`src/common/spsq_pkg.sv`:
```
// Purpose: shared constants for the sensor power/reset sequencer pair
// Assumes: one 25 MHz clock stands for the external input clock
// Notes:   times are kept in their own unit, cycle counts are derived
package spsq_pkg;
  localparam int CLK_MHZ        = 25;
  localparam int US_PER_MS      = 1000;
  localparam int STEP_GAP_US    = 100;
  localparam int HARD_RST_MS    = 1;
  localparam int PLL_LOCK_MS    = 1;
  localparam int COOL_DOWN_MS   = 100;
  localparam int INIT_CLKS      = 150000;
  localparam int STEP_GAP_CYC   = STEP_GAP_US * CLK_MHZ;
  localparam int HARD_RST_CYC   = HARD_RST_MS * US_PER_MS * CLK_MHZ;
  localparam int PLL_LOCK_CYC   = PLL_LOCK_MS * US_PER_MS * CLK_MHZ;
  localparam int COOL_DOWN_CYC  = COOL_DOWN_MS * US_PER_MS * CLK_MHZ;

  localparam int CNT_W          = 22;
  localparam int ADDR_W         = 16;
  localparam int DATA_W         = 16;
  localparam int PIX_W          = 10;

  localparam logic [ADDR_W-1:0] CTRL_ADDR      = 16'h301A;
  localparam int                STREAM_BIT     = 2;
  localparam int                STOP_FRAME_BIT = 4;
  localparam logic [DATA_W-1:0] CTRL_RST       = 16'h0000;

  // Test pattern geometry of the sensor model
  localparam int COL_W          = 5;
  localparam int ROW_W          = 3;
  localparam logic [COL_W-1:0] ROW_PIX    = 5'h10;
  localparam logic [COL_W-1:0] ROW_LAST   = 5'h13;
  localparam logic [ROW_W-1:0] FRAME_LAST = 3'h3;

  function automatic logic [DATA_W-1:0] spsq_ctrl_word(
    input logic stream,
    input logic frame
  );
    logic [DATA_W-1:0] w;
    w                 = CTRL_RST;
    w[STREAM_BIT]     = stream;
    w[STOP_FRAME_BIT] = frame;
    return w;
  endfunction : spsq_ctrl_word
endpackage : spsq_pkg

```
`src/common/spsq_if.sv`:
```
// Purpose: board-level link between host sequencer and image sensor
// Assumes: rails and clock gate are modelled as enable levels
// Notes:   pixel bus level is resolved by the bench from pix_oe
`timescale 1ns/1ps
interface spsq_if;
  import spsq_pkg::*;
  logic              rail_pll_en;
  logic              rail_analog_en;
  logic              rail_pixel_en;
  logic              rail_io_en;
  logic              rail_core_en;
  logic              rail_serial_en;
  logic              ext_clk_en;
  logic              hard_reset_n;
  logic              cfg_wr;
  logic [ADDR_W-1:0] cfg_addr;
  logic [DATA_W-1:0] cfg_wdata;
  logic [PIX_W-1:0]  pix_data;
  logic              pix_oe;
  logic              line_valid;
  logic              frame_valid;
  logic              soft_standby;

  modport host (
    output rail_pll_en, rail_analog_en, rail_pixel_en, rail_io_en,
    output rail_core_en, rail_serial_en, ext_clk_en, hard_reset_n,
    output cfg_wr, cfg_addr, cfg_wdata,
    input  pix_data, pix_oe, line_valid, frame_valid, soft_standby
  );
  modport sensor (
    input  rail_pll_en, rail_analog_en, rail_pixel_en, rail_io_en,
    input  rail_core_en, rail_serial_en, ext_clk_en, hard_reset_n,
    input  cfg_wr, cfg_addr, cfg_wdata,
    output pix_data, pix_oe, line_valid, frame_valid, soft_standby
  );
endinterface : spsq_if

```
`src/hw/spsq_host.sv`:
```
// Purpose: host end: rails, input clock, hard reset and stream control
// Assumes: rails are discharged when srst is released
// Notes:   one down-counter times every step of the sequence but the wait for standby
//
// What this block does
// - PLL rail comes up first, never later
// - Rails up in order, step gap between
// - Input clock starts after last rail settles
// - Hard reset held at least 1 ms
// - Sensor tri-states pixel pins during reset
// - Wait 150000 input clocks after reset release
// - Configure in standby, wait 1 ms lock
// - Stream enable bit set as last step
// - Sensor stops at row or frame end
// - Clear streaming, await standby before rails off
// - Rails off in reverse order, PLL last
// - Wait 100 ms before next power-up
`timescale 1ns/1ps
module spsq_host
  import spsq_pkg::*;
#(
  parameter int HARD_RST_CYCLES = HARD_RST_CYC,
  parameter int INIT_CYCLES     = INIT_CLKS,
  parameter int PLL_LOCK_CYCLES = PLL_LOCK_CYC,
  parameter int COOL_CYCLES     = COOL_DOWN_CYC
)(
  input  wire logic clk_sys,
  input  wire logic srst,
  spsq_if.host      link,
  input  wire logic up_req,
  input  wire logic down_req,
  input  wire logic stop_at_frame,
  output logic      seq_off,
  output logic      seq_streaming,
  output logic      seq_busy
);
  typedef enum logic [14:0] {
    H_IDLE = 15'h0001,
    H_PLL  = 15'h0002,
    H_ANA  = 15'h0004,
    H_IO   = 15'h0008,
    H_CORE = 15'h0010,
    H_SER  = 15'h0020,
    H_RST  = 15'h0040,
    H_INIT = 15'h0080,
    H_LOCK = 15'h0100,
    H_STRM = 15'h0200,
    H_STOP = 15'h0400,
    H_SOFF = 15'h0800,
    H_COFF = 15'h1000,
    H_IOFF = 15'h2000,
    H_AOFF = 15'h4000
  } spsq_hst_t;

  typedef struct packed {
    spsq_hst_t         st;
    logic [CNT_W-1:0]  cnt;
    logic              pll;
    logic              ana;
    logic              pix;
    logic              io;
    logic              core;
    logic              ser;
    logic              clk_en;
    logic              rst_n;
    logic              wr;
    logic [DATA_W-1:0] wdata;
    logic              frame;
  } spsq_hsq_t;

  localparam spsq_hsq_t HST_RST = '{st: H_IDLE, default: '0};
  localparam logic [CNT_W-1:0] GAP_LOAD = CNT_W'(STEP_GAP_CYC - 1);

  spsq_hsq_t cur_ff;
  spsq_hsq_t nxt_cur;
  logic      cnt_zero;

  assign cnt_zero = (cur_ff.cnt == '0);

  always_comb
  begin
    nxt_cur    = cur_ff;
    nxt_cur.wr = 1'b0;
    if (!cnt_zero)
      nxt_cur.cnt = cur_ff.cnt - 1'b1;
    case (cur_ff.st)
      H_IDLE:
      begin
        // Cool-down count still running blocks a new power-up
        if (up_req && cnt_zero)
        begin
          nxt_cur.pll   = 1'b1;
          nxt_cur.rst_n = 1'b0;
          nxt_cur.frame = stop_at_frame;
          nxt_cur.cnt   = GAP_LOAD;
          nxt_cur.st    = H_PLL;
        end
      end
      H_PLL:
      begin
        if (cnt_zero)
        begin
          nxt_cur.ana = 1'b1;
          nxt_cur.pix = 1'b1;
          nxt_cur.cnt = GAP_LOAD;
          nxt_cur.st  = H_ANA;
        end
      end
      H_ANA:
      begin
        if (cnt_zero)
        begin
          nxt_cur.io  = 1'b1;
          nxt_cur.cnt = GAP_LOAD;
          nxt_cur.st  = H_IO;
        end
      end
      H_IO:
      begin
        if (cnt_zero)
        begin
          nxt_cur.core = 1'b1;
          nxt_cur.cnt  = GAP_LOAD;
          nxt_cur.st   = H_CORE;
        end
      end
      H_CORE:
      begin
        if (cnt_zero)
        begin
          nxt_cur.ser = 1'b1;
          // One more gap lets the serial rail settle
          nxt_cur.cnt = GAP_LOAD;
          nxt_cur.st  = H_SER;
        end
      end
      H_SER:
      begin
        if (cnt_zero)
        begin
          nxt_cur.clk_en = 1'b1;
          nxt_cur.cnt    = CNT_W'(HARD_RST_CYCLES - 1);
          nxt_cur.st     = H_RST;
        end
      end
      H_RST:
      begin
        if (cnt_zero)
        begin
          nxt_cur.rst_n = 1'b1;
          nxt_cur.cnt   = CNT_W'(INIT_CYCLES);
          nxt_cur.st    = H_INIT;
        end
      end
      H_INIT:
      begin
        // No margin: the write lands in the first cycle of the sensor's standby, its S_OFF cycle using up the extra count
        if (cnt_zero)
        begin
          nxt_cur.wr    = 1'b1;
          nxt_cur.wdata = spsq_ctrl_word(1'b0, cur_ff.frame);
          nxt_cur.cnt   = CNT_W'(PLL_LOCK_CYCLES - 1);
          nxt_cur.st    = H_LOCK;
        end
      end
      H_LOCK:
      begin
        if (cnt_zero)
        begin
          nxt_cur.wr    = 1'b1;
          nxt_cur.wdata = spsq_ctrl_word(1'b1, cur_ff.frame);
          nxt_cur.st    = H_STRM;
        end
      end
      H_STRM:
      begin
        if (down_req)
        begin
          nxt_cur.wr    = 1'b1;
          nxt_cur.wdata = spsq_ctrl_word(1'b0, cur_ff.frame);
          nxt_cur.st    = H_STOP;
        end
      end
      H_STOP:
      begin
        // Standby may lag a whole frame; rails stay on until then
        if (link.soft_standby)
        begin
          nxt_cur.ser    = 1'b0;
          nxt_cur.clk_en = 1'b0;
          nxt_cur.rst_n  = 1'b0;
          nxt_cur.cnt    = GAP_LOAD;
          nxt_cur.st     = H_SOFF;
        end
      end
      H_SOFF:
      begin
        if (cnt_zero)
        begin
          nxt_cur.core = 1'b0;
          nxt_cur.cnt  = GAP_LOAD;
          nxt_cur.st   = H_COFF;
        end
      end
      H_COFF:
      begin
        if (cnt_zero)
        begin
          nxt_cur.io  = 1'b0;
          nxt_cur.cnt = GAP_LOAD;
          nxt_cur.st  = H_IOFF;
        end
      end
      H_IOFF:
      begin
        if (cnt_zero)
        begin
          nxt_cur.ana = 1'b0;
          nxt_cur.pix = 1'b0;
          nxt_cur.cnt = GAP_LOAD;
          nxt_cur.st  = H_AOFF;
        end
      end
      H_AOFF:
      begin
        if (cnt_zero)
        begin
          nxt_cur.pll = 1'b0;
          nxt_cur.cnt = CNT_W'(COOL_CYCLES - 1);
          nxt_cur.st  = H_IDLE;
        end
      end
      default:
        nxt_cur = HST_RST;
    endcase
  end

  always_ff @(posedge clk_sys)
  begin
    if (srst)
      cur_ff <= HST_RST;
    else
      cur_ff <= nxt_cur;
  end

  assign link.rail_pll_en    = cur_ff.pll;
  assign link.rail_analog_en = cur_ff.ana;
  assign link.rail_pixel_en  = cur_ff.pix;
  assign link.rail_io_en     = cur_ff.io;
  assign link.rail_core_en   = cur_ff.core;
  assign link.rail_serial_en = cur_ff.ser;
  assign link.ext_clk_en     = cur_ff.clk_en;
  assign link.hard_reset_n   = cur_ff.rst_n;
  assign link.cfg_wr         = cur_ff.wr;
  assign link.cfg_addr       = CTRL_ADDR;
  assign link.cfg_wdata      = cur_ff.wdata;
  assign seq_off             = (cur_ff.st == H_IDLE) && cnt_zero;
  assign seq_streaming       = (cur_ff.st == H_STRM);
  assign seq_busy            = !seq_off && !seq_streaming;
endmodule : spsq_host

```
`src/flat_wrapper.sv`:
```
// flat-port wrapper written by rule: the top's interface ports become plain ports
module spsq_host_flat import spsq_pkg::*;
#(
  parameter int HARD_RST_CYCLES = HARD_RST_CYC,
  parameter int INIT_CYCLES     = INIT_CLKS,
  parameter int PLL_LOCK_CYCLES = PLL_LOCK_CYC,
  parameter int COOL_CYCLES     = COOL_DOWN_CYC
)
  (clk_sys, srst, up_req, down_req, stop_at_frame, seq_off, seq_streaming, seq_busy, link_rail_pll_en, link_rail_analog_en, link_rail_pixel_en, link_rail_io_en, link_rail_core_en, link_rail_serial_en, link_ext_clk_en, link_hard_reset_n, link_cfg_wr, link_cfg_addr, link_cfg_wdata, link_pix_data, link_pix_oe, link_line_valid, link_frame_valid, link_soft_standby);
  spsq_if link_i ();
  input  wire logic clk_sys;
  input  wire logic srst;
  input  wire logic up_req;
  input  wire logic down_req;
  input  wire logic stop_at_frame;
  output logic seq_off;
  output logic seq_streaming;
  output logic seq_busy;
  output wire logic [$bits(link_i.rail_pll_en)-1:0] link_rail_pll_en;
  output wire logic [$bits(link_i.rail_analog_en)-1:0] link_rail_analog_en;
  output wire logic [$bits(link_i.rail_pixel_en)-1:0] link_rail_pixel_en;
  output wire logic [$bits(link_i.rail_io_en)-1:0] link_rail_io_en;
  output wire logic [$bits(link_i.rail_core_en)-1:0] link_rail_core_en;
  output wire logic [$bits(link_i.rail_serial_en)-1:0] link_rail_serial_en;
  output wire logic [$bits(link_i.ext_clk_en)-1:0] link_ext_clk_en;
  output wire logic [$bits(link_i.hard_reset_n)-1:0] link_hard_reset_n;
  output wire logic [$bits(link_i.cfg_wr)-1:0] link_cfg_wr;
  output wire logic [$bits(link_i.cfg_addr)-1:0] link_cfg_addr;
  output wire logic [$bits(link_i.cfg_wdata)-1:0] link_cfg_wdata;
  input wire logic [$bits(link_i.pix_data)-1:0] link_pix_data;
  input wire logic [$bits(link_i.pix_oe)-1:0] link_pix_oe;
  input wire logic [$bits(link_i.line_valid)-1:0] link_line_valid;
  input wire logic [$bits(link_i.frame_valid)-1:0] link_frame_valid;
  input wire logic [$bits(link_i.soft_standby)-1:0] link_soft_standby;
  assign link_rail_pll_en = link_i.rail_pll_en;
  assign link_rail_analog_en = link_i.rail_analog_en;
  assign link_rail_pixel_en = link_i.rail_pixel_en;
  assign link_rail_io_en = link_i.rail_io_en;
  assign link_rail_core_en = link_i.rail_core_en;
  assign link_rail_serial_en = link_i.rail_serial_en;
  assign link_ext_clk_en = link_i.ext_clk_en;
  assign link_hard_reset_n = link_i.hard_reset_n;
  assign link_cfg_wr = link_i.cfg_wr;
  assign link_cfg_addr = link_i.cfg_addr;
  assign link_cfg_wdata = link_i.cfg_wdata;
  assign link_i.pix_data = link_pix_data;
  assign link_i.pix_oe = link_pix_oe;
  assign link_i.line_valid = link_line_valid;
  assign link_i.frame_valid = link_frame_valid;
  assign link_i.soft_standby = link_soft_standby;
  spsq_host #(.HARD_RST_CYCLES(HARD_RST_CYCLES), .INIT_CYCLES(INIT_CYCLES), .PLL_LOCK_CYCLES(PLL_LOCK_CYCLES), .COOL_CYCLES(COOL_CYCLES)) u_core (.clk_sys(clk_sys), .srst(srst), .link(link_i), .up_req(up_req), .down_req(down_req), .stop_at_frame(stop_at_frame), .seq_off(seq_off), .seq_streaming(seq_streaming), .seq_busy(seq_busy));
endmodule
```
`config.mk`:
```
export PLATFORM = sky130hd
export DESIGN_NAME = spsq_host_flat
export DESIGN_NICKNAME = d
export VERILOG_FILES = /design/src/common/spsq_pkg.sv /design/src/common/spsq_if.sv /design/src/hw/spsq_host.sv /design/src/flat_wrapper.sv
export SDC_FILE = /design/constraint.sdc
export NUM_CORES = 1
export LEC_CHECK = 0
export BUFFER_PORTS_ARGS = -buffer_cell sky130_fd_sc_hd__buf_2
export CELL_PAD_IN_SITES_DETAIL_PLACEMENT = 0
export CELL_PAD_IN_SITES_GLOBAL_PLACEMENT = 1
export CORE_ASPECT_RATIO = 0.5
export CORE_MARGIN = 5
export CORE_UTILIZATION = 41
export DETAILED_ROUTE_END_ITERATION = 10
export PLACE_DENSITY_LB_ADDON = 0.1
export SYNTH_ARGS = -nofsm -noshare
export SYNTH_HDL_FRONTEND = slang
export SYNTH_SLANG_ARGS = --single-unit
```
`constraint.sdc`:
```
create_clock -name clk_sys -period 4 [get_ports clk_sys]
set_clock_uncertainty 0.1 [all_clocks]
set_input_delay 0.4 -clock clk_sys [delete_from_list [all_inputs] [get_ports clk_sys]]
set_output_delay 0.4 -clock clk_sys [all_outputs]
set_load 0.03 [all_outputs]
```
==> out/qor.yml <==
setup_path:
  setup.worst_path.end_class: "register"
  critPathMaxFanout: 11
  r2r-end: "u_core.cur_ff[45]"
  slowest_stage: "o31ai_1"
  worstPathRequired_ns: 4.05
  cp_top_family: "simple AND/OR/NAND/NOR gates"
  rrSetupSlack_ns: 0.82
  path_cells: "nor4_1 -> buf_4 -> nand2_1 -> nor2_1 -> nor4_1 -> a21oi_1 -> o31ai_1 -> nor2_1"
  arrival_ns: 3.24
  rr_startpoint: "u_core.cur_ff[56]"
  critPathBufInv: 1
  reg2reg_depth: 8
  cp-start-kind: "register"
  path_class: "reg2reg"
  slowest_delay_ns: 0.73
job:
  maxCapViolations: 0
worst_hold_path:
  hp-class: "in2reg"
  min_to: "u_core.cur_ff[0]"
  min_from: "stop_at_frame"
  holdPathStages: 3
clocking:
  clk_latency_ns: 0.30
  cts_hold_buf: 0
  post-cts-setup-buffers: 0
  clockRootBuffer: "clkbuf_16"
  cts_tree: "yes"
  cts_max_path_buffers: 2
  h-tree-depth: 2
  numCtsBuffers: 5
  clk_pin_slew_ns: 0.06
  cts_resized: 0
  clock_sinks: 48
die:
  ios: 63
  die_area_mm2: 0.0104
  row_count: 23
  start_util_pct: 42.6
  die_x_um: 140
  core_mm2: 0.00809
  die_h_um: 74.8
layout:
  layout_common_cells: "nor2_1 (53), dfxtp_1 (48), conb_1 (30), nand2_1 (29), a21oi_1 (28)"
  top_register: "u_core.cur_ff"
  largest_reg_flops: 38
  layout_commonest_cell: "nor2_1"
  post_route_cells_drive_above_1_share_pct: 12.1
  antenna_cells: 0
  area_growth_pct: 6.00
  layout.nets: 477
  finalInstanceArea_mm2: 0.00365
sta:
  relSlewSlack_pct: 41.1
  setup_viol: 0
  finalCritPeriodShare_pct: 79.6
  setup_tns_ns: 0
  fin_crit_ns: 3.18
  hold_viol: 0
  rsz0062_at_grt: "no"
  slew_viol_final: 0
  worstMarginPinSlew_ns: 0.875
  max_freq_mhz: 314
power_and_ir_drop:
  p_leak_nw: 1.43
  seqPwrFrac_pct: 29.3
  pwr-share-comb_pct: 52.8
  power_mw: 2.30
  switching_share_pct: 45.4
  p_clk_share_pct: 17.9
  power.internal_mw: 1.26
  vdd_drop_max_mv: 0.317
  power_switching_mw: 1.04
  powerDensity_mw_per_mm2: 631
synthesis:
  synth_simple_gate_area_share_pct: 35.7
  synth_top_family_by_area: "simple AND/OR/NAND/NOR gates"
  avgSynthCellArea_um2: 7.67
  yosysWarningCount: 0
  synth_area_mm2: 0.00344
  synth-compound-area-share_pct: 17.1
  ys.flop_type: "dfxtp_1"
  muxShareOfSynthArea_pct: 0.581
  ys_seq_area_share_pct: 27.9
  synthAdderAreaFrac_pct: 1.45
  synth.ff_latch_count: 48
  synthXorXnorAreaFrac_pct: 5.60
  synthCells: 449
  synth_enable_flop_cells: 0
  async_reset_ff_share_pct: 0
  yosys.cell_types.count: 57
status:
  outcome: "finished, final reports clean"
grt:
  antenna_found_initial: 0
  grt_pass1_vias: 2977
  grt_max_degree: 21
  grt_pass1_wl_um: 16700
  grt.overflow.total: 0
  track_usage_pct: 20.3
drt:
  drc: 0
  wl_per_cell_um: 18.1
  ant_nets: 0
  dr.pass1.iters: 5
  wl_um: 10300
  vias_per_cell: 5.87
  vias: 3323
  first_iter_violations: 334
place:
  finalWeightedCongestion: 1.00
  place_area_mm2: 0.00352
  io_buffers: 19
  dpl.hpwl_um: 7910
cell families after synthesis:
family,Yosys count
xor+xnor,22
buf+inv,69
fa+ha+maj,4
mux,2
simple gates,214
compound gates,88
flops,48
other cells,2
power by group through the flow:
stage | Clock (mW) | Combinational [mW] | Sequential (mW)
2_1_floorplan | 0 | 0.951 | 0.670
3_3_place_gp | 0 | 1.19 | 0.679
3_5_place_dp | 0 | 1.20 | 0.684
4_1_cts | 0.422 | 1.21 | 0.674
5_1_grt | 0.444 | 1.36 | 0.690
6_report | 0.413 | 1.21 | 0.674
cell usage after synthesis, drive strengths merged, types with 4 or more instances:
| library cell | count | area (µm²) |
|---|---|---|
| a211oi | 6 | 45.0 |
| a21oi | 28 | 140 |
| a22o | 7 | 61.3 |
| a31oi | 5 | 31.3 |
| and2 | 4 | 25.0 |
| buf | 45 | 305 |
| clkbuf | 18 | 67.6 |
| dfxtp | 48 | 961 |
| ha | 4 | 50.1 |
| inv | 6 | 22.5 |
| nand2 | 29 | 109 |
| nand2b | 10 | 70.1 |
| nand3 | 15 | 75.1 |
| nand4 | 12 | 75.1 |
| nand4b | 4 | 35.0 |
| nor2 | 53 | 199 |
| nor2b | 4 | 25.0 |
| nor3 | 19 | 95.1 |
| nor4 | 25 | 214 |
| nor4b | 7 | 61.3 |
| o21a | 5 | 37.5 |
| o21ai | 13 | 65.1 |
| o31ai | 4 | 30.0 |
| or3 | 5 | 36.3 |
| or4 | 9 | 67.6 |
| xnor2 | 11 | 96.3 |
| xor2 | 11 | 96.3 |
cell type report:
type                            instances  area [µm²]
Multi-Input combinational cell        360        2190
Inverter                                6        22.5
Tap cell                              112         140
Clock buffer                            6         129
Timing Repair Buffer                   33         200
Clock inverter                          1        5.00
Sequential cell                        48         961
Fill cell                             849        4440
how the worst max path moves through the flow:
stage | startpoint | endpoint | slack, ns | cells after the start
finish | u_core.cur_ff[56] | u_core.cur_ff[45] | 0.82 | 8
global route | u_core.cur_ff[56] | u_core.cur_ff[35] | 0.47 | 8
CTS | u_core.cur_ff[56] | u_core.cur_ff[45] | 0.84 | 8
detailed placement | u_core.cur_ff[56] | u_core.cur_ff[35] | 0.87 | 8
global placement | u_core.cur_ff[56] | u_core.cur_ff[45] | 0.89 | 8
floorplan | u_core.cur_ff[35] | seq_busy | 0.85 | 9
through the flow:
stage	setup slack, ns	hold slack, ns	util [%]	std cells
finish	0.817	0.268	45.1	566
CTS	0.840	0.268	45.1	566
global placement	0.891	0.334	43.5	559
floorplan	0.848	0.326	-	477
global route	0.473	0.312	45.1	566
detailed placement	0.871	0.346	43.5	559
metal layers:
metal,share of wire (%),routed length (µm),track usage (%)
met5,0,0,0
met4,1.1,108,4.40
met3,8.3,847,5.08
met2,42,4340,30.2
met1,48,4960,30.0
worst min-delay path, stage by stage:
cell and delay (ns):
buf_2 0.09, nand4_1 0.07, o21ai_0 0.07
Power figures use the tool's default switching activity.
